==> src/rtl/sru_pkg.sv <==
// Package: constants, opcodes and bus carriers of the stack/rotate unit
package sru_pkg;

	// Bus register byte offsets
	localparam logic [7:0] OFF_CMD      = 8'h00;
	localparam logic [7:0] OFF_STATUS   = 8'h04;
	localparam logic [7:0] OFF_FLAGS    = 8'h08;
	localparam logic [7:0] OFF_STACK    = 8'h0c;
	localparam logic [7:0] OFF_COUNTER  = 8'h10;
	localparam logic [7:0] OFF_GROUP    = 8'h14;
	localparam logic [7:0] OFF_MEM_ADDR = 8'h18;
	localparam logic [7:0] OFF_MEM_DATA = 8'h1c;

	// Status bit positions
	localparam int STAT_BUSY = 0;
	localparam int STAT_ERR  = 1;

	// Register-file addresses of the control registers
	localparam logic [7:0] ADDR_FLAGS    = 8'hfc;
	localparam logic [7:0] ADDR_GROUP    = 8'hfd;
	localparam logic [7:0] ADDR_STACK_HI = 8'hfe;
	localparam logic [7:0] ADDR_STACK_LO = 8'hff;

	// Working-register escape nibble
	localparam logic [3:0] WR_NIBBLE = 4'he;

	// Opcodes; indirect forms set bit 0
	localparam logic [7:0] OP_PUSH_R    = 8'h70;
	localparam logic [7:0] OP_PUSH_IND  = 8'h71;
	localparam logic [7:0] OP_CARRY_CLR = 8'hcf;
	localparam logic [7:0] OP_RETURN    = 8'haf;
	localparam logic [7:0] OP_ROT_L     = 8'h80;
	localparam logic [7:0] OP_ROT_LC    = 8'h10;
	localparam logic [7:0] OP_ROT_R     = 8'he0;
	localparam logic [7:0] OP_ROT_RC    = 8'hc0;

	// Flag bit positions inside the flag register
	localparam int FLAG_C = 7;
	localparam int FLAG_Z = 6;
	localparam int FLAG_S = 5;
	localparam int FLAG_V = 4;
	localparam int FLAG_D = 3;
	localparam int FLAG_H = 2;

	// Reset values
	localparam logic [15:0] STACK_RESET   = 16'h0000;
	localparam logic [15:0] COUNTER_RESET = 16'h0000;
	localparam logic [7:0]  FLAGS_RESET   = 8'h00;
	localparam logic [7:0]  GROUP_RESET   = 8'h00;

	// Register file depth
	localparam int RF_DEPTH = 256;

	typedef struct packed {
		logic [7:0]  paddr;
		logic        psel;
		logic        penable;
		logic        pwrite;
		logic [31:0] pwdata;
	} apb_req_t;

	typedef struct packed {
		logic [31:0] prdata;
		logic        pready;
		logic        pslverr;
	} apb_rsp_t;

endpackage

==> src/rtl/sru_regfile.sv <==
// Register file memory with registered read data
`timescale 1ns/10ps
module sru_regfile import sru_pkg::*; (
	input  wire logic       sys_clk_i,
	input  wire logic       we_i,
	input  wire logic [7:0] addr_i,
	input  wire logic [7:0] wdata_i,
	output logic      [7:0] rdata_o
);

	logic [7:0] mem [RF_DEPTH];

	// Single port; a read during a write returns the old byte
	always_ff @(posedge sys_clk_i) begin
		if (we_i) begin
			mem[addr_i] <= wdata_i;
		end
		rdata_o <= mem[addr_i];
	end

endmodule

==> src/rtl/stack_return_rotate_unit.sv <==
// Stack push, return, carry-clear and rotate datapath with APB registers
`timescale 1ns/10ps
module stack_return_rotate_unit import sru_pkg::*; (
	input  wire logic        sys_clk_i,
	input  wire logic        rst_n_i,
	input  wire apb_req_t    apb_i,
	output apb_rsp_t         apb_o,
	output logic             busy_o,
	output logic             fetch_o,
	output logic      [15:0] fetch_addr_o
);

	typedef enum logic [3:0] {
		ST_IDLE, ST_PTR_RD, ST_PTR_USE, ST_OP_RD, ST_OP_USE,
		ST_RTN_HI_RD, ST_RTN_HI_USE, ST_RTN_LO_RD, ST_RTN_LO_USE
	} state_t;

	state_t      state;
	logic [7:0]  opcode;
	logic [7:0]  addr;
	logic [7:0]  flags;
	logic [7:0]  working_group_pointer;
	logic [15:0] stack_pointer;
	logic [15:0] program_counter;
	logic [7:0]  mem_ptr;
	logic        err;
	logic        mem_rd_pend;
	logic [7:0]  rd_val;
	logic [7:0]  rot_res;
	logic        rot_c;
	logic        exec_we;
	logic [7:0]  exec_waddr;
	logic [7:0]  exec_wdata;
	logic [7:0]  next_flags;
	logic [7:0]  mem_addr;
	logic [7:0]  mem_wdata;
	logic [7:0]  mem_rdata;
	logic        mem_we;
	logic [15:0] stack_dec;
	logic        setup;
	logic        wr_fire;
	logic        cmd_fire;

	function automatic logic [7:0] op_base(input logic [7:0] op);
		return {op[7:1], 1'b0};
	endfunction

	function automatic logic is_push(input logic [7:0] op);
		return op_base(op) == OP_PUSH_R;
	endfunction

	function automatic logic is_rot(input logic [7:0] op);
		return op_base(op) == OP_ROT_L || op_base(op) == OP_ROT_LC ||
			op_base(op) == OP_ROT_R || op_base(op) == OP_ROT_RC;
	endfunction

	function automatic logic is_ctrl(input logic [7:0] a);
		return a[7:2] == ADDR_FLAGS[7:2];
	endfunction

	// Short working-register form maps into the selected group
	function automatic logic [7:0] resolve(input logic [7:0] b,
			input logic [7:0] grp);
		return (b[7:4] == WR_NIBBLE) ? {grp[7:4], b[3:0]} : b;
	endfunction

	// Returns {carry, result}
	function automatic logic [8:0] rotate(input logic [7:0] op,
			input logic [7:0] v, input logic c);
		unique case (op_base(op))
			OP_ROT_L:  rotate = {v[7], v[6:0], v[7]};
			OP_ROT_LC: rotate = {v[7], v[6:0], c};
			OP_ROT_R:  rotate = {v[0], v[0], v[7:1]};
			default:   rotate = {v[0], c, v[7:1]};
		endcase
	endfunction

	function automatic logic addr_ok(input logic [7:0] a);
		return a[1:0] == 2'b00 && a <= OFF_MEM_DATA;
	endfunction

	// Refuse unmapped offsets, and writes other than to status and memory-data reads while executing
	function automatic logic refuse(input apb_req_t r, input logic bz);
		if (!addr_ok(r.paddr))
			return 1'b1;
		if (bz && r.pwrite && r.paddr != OFF_STATUS)
			return 1'b1;
		return bz && !r.pwrite && r.paddr == OFF_MEM_DATA;
	endfunction

	assign stack_dec = stack_pointer - 16'h0001;
	assign setup     = apb_i.psel && !apb_i.penable;
	assign wr_fire   = apb_i.psel && apb_i.penable && apb_o.pready &&
		apb_i.pwrite && !apb_o.pslverr;
	assign cmd_fire  = wr_fire && apb_i.paddr == OFF_CMD;

	// Operand fetch, rotation and the write-back of the executing step
	always_comb begin
		unique case (addr)
			ADDR_FLAGS:    rd_val = flags;
			ADDR_GROUP:    rd_val = working_group_pointer;
			ADDR_STACK_HI: rd_val = stack_pointer[15:8];
			ADDR_STACK_LO: rd_val = stack_pointer[7:0];
			default:       rd_val = mem_rdata;
		endcase
		{rot_c, rot_res} = rotate(opcode, rd_val, flags[FLAG_C]);
		exec_we    = state == ST_OP_USE;
		exec_waddr = is_push(opcode) ? stack_dec[7:0] : addr;
		exec_wdata = is_push(opcode) ? rd_val : rot_res;
		next_flags = flags;
		next_flags[FLAG_C] = rot_c;
		next_flags[FLAG_Z] = rot_res == 8'h00;
		next_flags[FLAG_S] = rot_res[7];
		next_flags[FLAG_V] = rot_res[7] ^ rd_val[7];
	end

	// The engine owns the memory port while busy
	assign mem_we    = busy_o ? exec_we && !is_ctrl(exec_waddr) :
		wr_fire && apb_i.paddr == OFF_MEM_DATA;
	assign mem_addr  = busy_o ? (exec_we ? exec_waddr : addr) : mem_ptr;
	assign mem_wdata = busy_o ? exec_wdata : apb_i.pwdata[7:0];

	sru_regfile sru_regfile_inst (
		.sys_clk_i (sys_clk_i),
		.we_i      (mem_we),
		.addr_i    (mem_addr),
		.wdata_i   (mem_wdata),
		.rdata_o   (mem_rdata)
	);

	// Sequencer; each read step waits one cycle for the memory
	always_ff @(posedge sys_clk_i) begin
		if (!rst_n_i) begin
			state  <= ST_IDLE;
			busy_o <= 1'b0;
			opcode <= 8'h00;
			addr   <= 8'h00;
		end else begin
			unique case (state)
				ST_IDLE: if (cmd_fire) begin
					opcode <= apb_i.pwdata[7:0];
					if (apb_i.pwdata[7:0] == OP_RETURN) begin
						addr   <= stack_pointer[7:0];
						state  <= ST_RTN_HI_RD;
						busy_o <= 1'b1;
					end else if (is_push(apb_i.pwdata[7:0]) ||
							is_rot(apb_i.pwdata[7:0])) begin
						addr   <= resolve(apb_i.pwdata[15:8],
							working_group_pointer);
						state  <= apb_i.pwdata[0] ? ST_PTR_RD : ST_OP_RD;
						busy_o <= 1'b1;
					end
				end
				ST_PTR_RD: state <= ST_PTR_USE;
				ST_PTR_USE: begin
					addr  <= rd_val;
					state <= ST_OP_RD;
				end
				ST_OP_RD: state <= ST_OP_USE;
				ST_OP_USE: begin
					state  <= ST_IDLE;
					busy_o <= 1'b0;
				end
				ST_RTN_HI_RD: state <= ST_RTN_HI_USE;
				ST_RTN_HI_USE: begin
					addr  <= stack_pointer[7:0] + 8'h01;
					state <= ST_RTN_LO_RD;
				end
				ST_RTN_LO_RD: state <= ST_RTN_LO_USE;
				ST_RTN_LO_USE: begin
					state  <= ST_IDLE;
					busy_o <= 1'b0;
				end
			endcase
		end
	end

	// Flags; a rotate's own update beats the write-back of its result to FC
	always_ff @(posedge sys_clk_i) begin
		if (!rst_n_i) begin
			flags <= FLAGS_RESET;
		end else if (exec_we && is_rot(opcode)) begin
			flags <= next_flags;
		end else if (cmd_fire && apb_i.pwdata[7:0] == OP_CARRY_CLR) begin
			flags[FLAG_C] <= 1'b0;
		end else if (exec_we && exec_waddr == ADDR_FLAGS) begin
			flags <= exec_wdata;
		end else if (wr_fire && apb_i.paddr == OFF_FLAGS) begin
			flags <= apb_i.pwdata[7:0];
		end
	end

	// Stack pointer; push and return arithmetic beat byte writes
	always_ff @(posedge sys_clk_i) begin
		if (!rst_n_i) begin
			stack_pointer <= STACK_RESET;
		end else if (exec_we && is_push(opcode)) begin
			stack_pointer <= stack_dec;
		end else if (state == ST_RTN_LO_USE) begin
			stack_pointer <= stack_pointer + 16'h0002;
		end else if (exec_we && exec_waddr == ADDR_STACK_HI) begin
			stack_pointer[15:8] <= exec_wdata;
		end else if (exec_we && exec_waddr == ADDR_STACK_LO) begin
			stack_pointer[7:0] <= exec_wdata;
		end else if (wr_fire && apb_i.paddr == OFF_STACK) begin
			stack_pointer <= apb_i.pwdata[15:0];
		end
	end

	// Program counter and the refetch request after a return
	always_ff @(posedge sys_clk_i) begin
		if (!rst_n_i) begin
			program_counter <= COUNTER_RESET;
			fetch_o         <= 1'b0;
			fetch_addr_o    <= COUNTER_RESET;
		end else begin
			fetch_o <= state == ST_RTN_LO_USE;
			if (state == ST_RTN_HI_USE) begin
				program_counter[15:8] <= rd_val;
			end else if (state == ST_RTN_LO_USE) begin
				program_counter[7:0] <= rd_val;
				fetch_addr_o <= {program_counter[15:8], rd_val};
			end else if (wr_fire && apb_i.paddr == OFF_COUNTER) begin
				program_counter <= apb_i.pwdata[15:0];
			end
		end
	end

	// Working group pointer
	always_ff @(posedge sys_clk_i) begin
		if (!rst_n_i) begin
			working_group_pointer <= GROUP_RESET;
		end else if (exec_we && exec_waddr == ADDR_GROUP) begin
			working_group_pointer <= exec_wdata;
		end else if (wr_fire && apb_i.paddr == OFF_GROUP) begin
			working_group_pointer <= apb_i.pwdata[7:0];
		end
	end

	// Bus-side memory pointer and sticky bad-opcode flag; set wins
	always_ff @(posedge sys_clk_i) begin
		if (!rst_n_i) begin
			mem_ptr <= 8'h00;
			err     <= 1'b0;
		end else begin
			if (wr_fire && apb_i.paddr == OFF_MEM_ADDR) begin
				mem_ptr <= apb_i.pwdata[7:0];
			end
			if (cmd_fire && apb_i.pwdata[7:0] != OP_CARRY_CLR &&
					apb_i.pwdata[7:0] != OP_RETURN &&
					!is_push(apb_i.pwdata[7:0]) &&
					!is_rot(apb_i.pwdata[7:0])) begin
				err <= 1'b1;
			end else if (wr_fire && apb_i.paddr == OFF_STATUS &&
					apb_i.pwdata[STAT_ERR]) begin
				err <= 1'b0;
			end
		end
	end

	// APB answer; memory reads take one wait state for the RAM
	always_ff @(posedge sys_clk_i) begin
		if (!rst_n_i) begin
			apb_o       <= '0;
			mem_rd_pend <= 1'b0;
		end else begin
			apb_o.pready <= 1'b0;
			mem_rd_pend  <= 1'b0;
			if (setup && !apb_i.pwrite && !busy_o &&
					apb_i.paddr == OFF_MEM_DATA) begin
				mem_rd_pend <= 1'b1;
			end else if (mem_rd_pend) begin
				apb_o.pready  <= 1'b1;
				apb_o.pslverr <= 1'b0;
				apb_o.prdata  <= {24'h000000, mem_rdata};
			end else if (setup) begin
				apb_o.pready  <= 1'b1;
				apb_o.pslverr <= refuse(apb_i, busy_o);
				apb_o.prdata  <= 32'h00000000;
				if (!apb_i.pwrite) begin
					unique case (apb_i.paddr)
						OFF_CMD:      apb_o.prdata[15:0] <= {addr, opcode};
						OFF_STATUS:   apb_o.prdata[1:0] <= {err, busy_o};
						OFF_FLAGS:    apb_o.prdata[7:0] <= flags;
						OFF_STACK:    apb_o.prdata[15:0] <= stack_pointer;
						OFF_COUNTER:  apb_o.prdata[15:0] <= program_counter;
						OFF_GROUP:    apb_o.prdata[7:0] <= working_group_pointer;
						OFF_MEM_ADDR: apb_o.prdata[7:0] <= mem_ptr;
						default:      apb_o.prdata <= 32'h00000000;
					endcase
				end
			end
		end
	end
endmodule

==> config.mk <==
export PLATFORM = sky130hd
export DESIGN_NAME = stack_return_rotate_unit
export DESIGN_NICKNAME = d
export VERILOG_FILES = /design/src/rtl/sru_pkg.sv /design/src/rtl/sru_regfile.sv /design/src/rtl/stack_return_rotate_unit.sv
export SDC_FILE = /design/constraint.sdc
export NUM_CORES = 2
export LEC_CHECK = 0
export ABC_AREA = 1
export BUFFER_PORTS_ARGS = -buffer_cell sky130_fd_sc_hd__buf_2
export CAP_MARGIN = 20
export CELL_PAD_IN_SITES_DETAIL_PLACEMENT = 1
export CELL_PAD_IN_SITES_GLOBAL_PLACEMENT = 2
export CORE_MARGIN = 5
export CORE_UTILIZATION = 25
export CTS_CLUSTER_DIAMETER = 80
export DETAILED_ROUTE_END_ITERATION = 8
export PLACE_DENSITY = 0.61
export SLEW_MARGIN = 20
export SYNTH_ARGS = -nofsm -noshare
export SYNTH_HDL_FRONTEND = slang
export SYNTH_HIERARCHICAL = 1
export SYNTH_SLANG_ARGS = --single-unit
==> constraint.sdc <==
create_clock -name sys_clk_i -period 43.1 [get_ports sys_clk_i]
set_clock_uncertainty 0.1 [all_clocks]
set_input_delay 0 -clock sys_clk_i [delete_from_list [all_inputs] [get_ports sys_clk_i]]
set_output_delay 0 -clock sys_clk_i [all_outputs]
set_load 0.02 [all_outputs]
==> impl_metrics.py <==
metrics = {
    "floorplan": {
        "core-area_um2": 371400,
        "initial_core_util_pct": 25.05,
        "die_h_um": 620.0,
        "rows": 224,
        "io-pin-count": 97,
        "die_area_um2": 384300,
        "die-width_um": 620.0,
    },
    "worst_hold_path": {
        "holdCritStartpoint": "apb_i[5]",
        "hold_path_class": "primary input to register",
        "hold_depth": 4,
        "hold_end": "opcode[5]",
    },
    "route": {
        "viasPerCell": 4.512,
        "routedWlPerCell_um": 22.04,
        "drtIter0Drc": 4378,
        "firstDrtPassIters": 5,
        "drt-total-wl_um": 319500,
        "vias": 65400,
        "antenna_left": 0,
        "drc": 0,
    },
    "sta": {
        "fmax_mhz": 137.3,
        "tns_ns": 0,
        "drv_slew": 0,
        "setup_viol": 0,
        "relSlewSlack_pct": 22.47,
        "worst_slew_pin_slew_ns": 1.163,
        "hold_viol": 0,
        "post-route-period-util_pct": 16.90,
        "fin_hold_ws_ns": 0.1077,
        "rsz0062_at_grt": "no",
        "layout_min_cycle_time_ns": 7.282,
    },
    "cells_and_area": {
        "layout_common_cells": "nand2_1 (5027), edfxtp_1 (2048), nor2_1 (444), nand3_1 (305), clkbuf_16 (243)",
        "area_delta_synth_final_pct": 15.11,
        "postLayoutCoreUtil_pct": 28.83,
        "fin_nets": 9374,
        "multi_input_area_um2": 26350,
        "final_layout_size_suffix_gt1_share_pct": 6.902,
        "nFillCells": 41880,
        "regArea_um2": 63940,
        "layout_commonest_cell": "nand2_1",
    },
    "yosys": {
        "ys_types": 60,
        "yosysSeqAreaShare_pct": 68.75,
        "synth_ff_type": "edfxtp_1",
        "synth-warning-count": 6,
        "synth-edff-count": 2048,
        "syn_area_per_cell_um2": 9.997,
        "synthArstFlopShare_pct": 0,
        "netlist_instances": 9304,
        "synth_seq_cells": 2170,
        "synth_area_um2": 93010,
    },
    "global_route": {
        "grt_max_degree": 151,
        "grt_pass1_vias": 67550,
        "gr-total-overflow": 0,
        "grt_pass1_wl_um": 465400,
        "grtUsageTotal_pct": 16.17,
        "antenna_found_initial": 14,
    },
    "pwr": {
        "power.leakage_nw": 40.93,
        "p_comb_share_pct": 1.4,
        "sw_frac_of_total_pct": 20.75,
        "pwr-share-clk_pct": 46.3,
        "share_seq_of_total_power_pct": 52.2,
        "internal_power_mw": 3.499,
        "peakVddDrop_uv": 32.16,
        "p_per_area_nw_per_um2": 41.23,
        "switchingPower_mw": 0.9160,
    },
    "clocking": {
        "cts_buffer_depth": 4,
        "postCtsResizedCells": 0,
        "clock-sinks": 2170,
        "cts_buffers": 240,
        "tritoncts": "done",
        "clk_latency_ns": 0.92,
        "root_buffer": "clkbuf_16",
        "h-tree-depth": 4,
        "clk_pin_slew_ns": 0.06,
    },
    "placed_design": {
        "place_congestion": 0.8649,
        "io_buffers": 64,
        "dp_hpwl_um": 189600,
    },
    "setup_path": {
        "critPathKind": "register to register",
        "cp.arrival_ns": 8.02,
        "worstPathRequired_ns": 43.84,
        "r2r-start": "opcode[4]",
        "critPathCaptureType": "register",
        "critPathLaunchType": "register",
        "reg2reg_to": "sru_regfile_inst/rdata_o[7]",
        "reg2reg_depth": 23,
        "critPathMaxFanout": 59,
        "r2r_slack_ns": 35.82,
    },
    "flow_run": {
        "cap_violations": 0,
    },
    "status": {
        "status": "completed",
    },
}
==> critical path, cell delays in order (launching register included) <==
cell and delay (ns):
dfxtp_1 0.31, inv_1 0.09, nor2_2 0.15, nand3_2 0.47, inv_2 0.53, nand3_1 0.21
a22oi_2 0.41, buf_4 0.48, buf_4 0.60, buf_4 0.80, buf_4 0.72, buf_4 0.61
nand2_1 0.10, nand2_1 0.09, nand2_1 0.05, nand3_1 0.15, nand2_1 0.07, nand2_1 0.10
o21ai_1 0.16, nand2_1 0.30, nor2_1 0.14, nor2_1 0.11, nor2_1 0.16, nand2_1 0.12
==> power by group through the flow <==
stage / registers [mW] / logic [mW] / clock network [mW]
3_5_place_dp: 2.35 / 0.0619 / 0
6_report: 2.31 / 0.0638 / 2.05
2_1_floorplan: 2.37 / 0.0241 / 0
5_1_grt: 2.30 / 0.0693 / 2.20
3_3_place_gp: 2.35 / 0.0595 / 0
4_1_cts: 2.31 / 0.0662 / 2.11
==> layer usage <==
layer	up-vias	part of all wire, %	global-route usage, %
li1	30730	-	-
met1	33120	46	21.74
met2	1136	48	27.62
met3	418	3.8	1.861
met4	0	2.6	4.248
met5	-	0	0
==> sequential cells by signal, summed over array words and instances, names as in the netlist <==
name                      cells
opcode                        8
program_counter              16
fetch_o                       1
fetch_addr_o                 16
mem_rd_pend                   1
addr                          8
busy_o                        1
flags                         8
err                           1
apb_o                        18
state                         4
working_group_pointer         8
sru_regfile_inst/rdata_o      8
sru_regfile_inst/mem       2048
mem_ptr                       8
stack_pointer                16
==> through the flow <==
step	setup WS (ns)	std cells	area, um^2	total power, mW
2_1_floorplan	29.48	9319	93070	2.399
3_3_place_gp	35.87	13970	98490	2.410
3_5_place_dp	35.85	13970	98490	2.412
4_1_cts	35.80	14490	107000	4.486
5_1_grt	35.46	14490	107100	4.572
6_report	35.82	14500	107100	4.415
==> kinds of logic after synthesis <==
group	after synthesis	synth area share, %
DFF	2170	68.75
buffers and inverters	678	3.223
other	1	0.004032
adders and majority gates	4	0.05381
AOI/OAI and AO/OA	539	3.141
and+or+nand+nor	5904	24.76
xor gates and xnor gates	8	0.07533
==> cell usage after synthesis, types with 15 or more instances <==
cell type  instances  area [um^2]
nand2_1         5042        18930
dfxtp_1          122         2442
buf_4             26        195.2
buf_2            195        975.9
inv_2             25        93.84
o21ai_1          137        685.7
nor3_1            15        75.07
inv_1            153        574.3
a21oi_1          172        860.8
clkbuf_1         205        769.5
nand3_1          305         1526
nand4_1           20        125.1
o21ai_0          151        755.7
nor2_2            15        93.84
buf_1             55        206.5
edfxtp_1        2048        61500
nor2_1           452         1697
==> how the worst max path moves through the flow <==
| stage | depth (start not counted) | slack [ns] | from | to |
|---|---|---|---|---|
| after floorplan | 9 | 29.48 | addr[5] | sru_regfile_inst/mem[0][0] |
| after global placement | 23 | 35.87 | opcode[4] | sru_regfile_inst/rdata_o[7] |
| after detailed placement | 23 | 35.85 | opcode[4] | sru_regfile_inst/rdata_o[7] |
| after CTS | 23 | 35.80 | opcode[4] | sru_regfile_inst/rdata_o[7] |
| after global routing | 23 | 35.46 | opcode[6] | sru_regfile_inst/rdata_o[7] |
| final | 23 | 35.82 | opcode[4] | sru_regfile_inst/rdata_o[7] |
==> layout make-up <==
type / instances / area share (%)
diodes: 4 / 0.009349
clock buffers: 295 / 5.927
clock inverters: 141 / 1.285
inverters: 183 / 0.6743
multi-input cells: 6471 / 24.61
flip-flops and latches: 2170 / 59.72
well taps: 4972 / 5.810
repair buffers: 259 / 1.956
==> timing repair <==
item	in CTS	in global routing
buffers inserted	0	0
hold endpoints to repair	312	0
hold buffers	81	0
endpoints found under the setup margin	0	0
No activity file was read; power rests on OpenSTA's default activity.
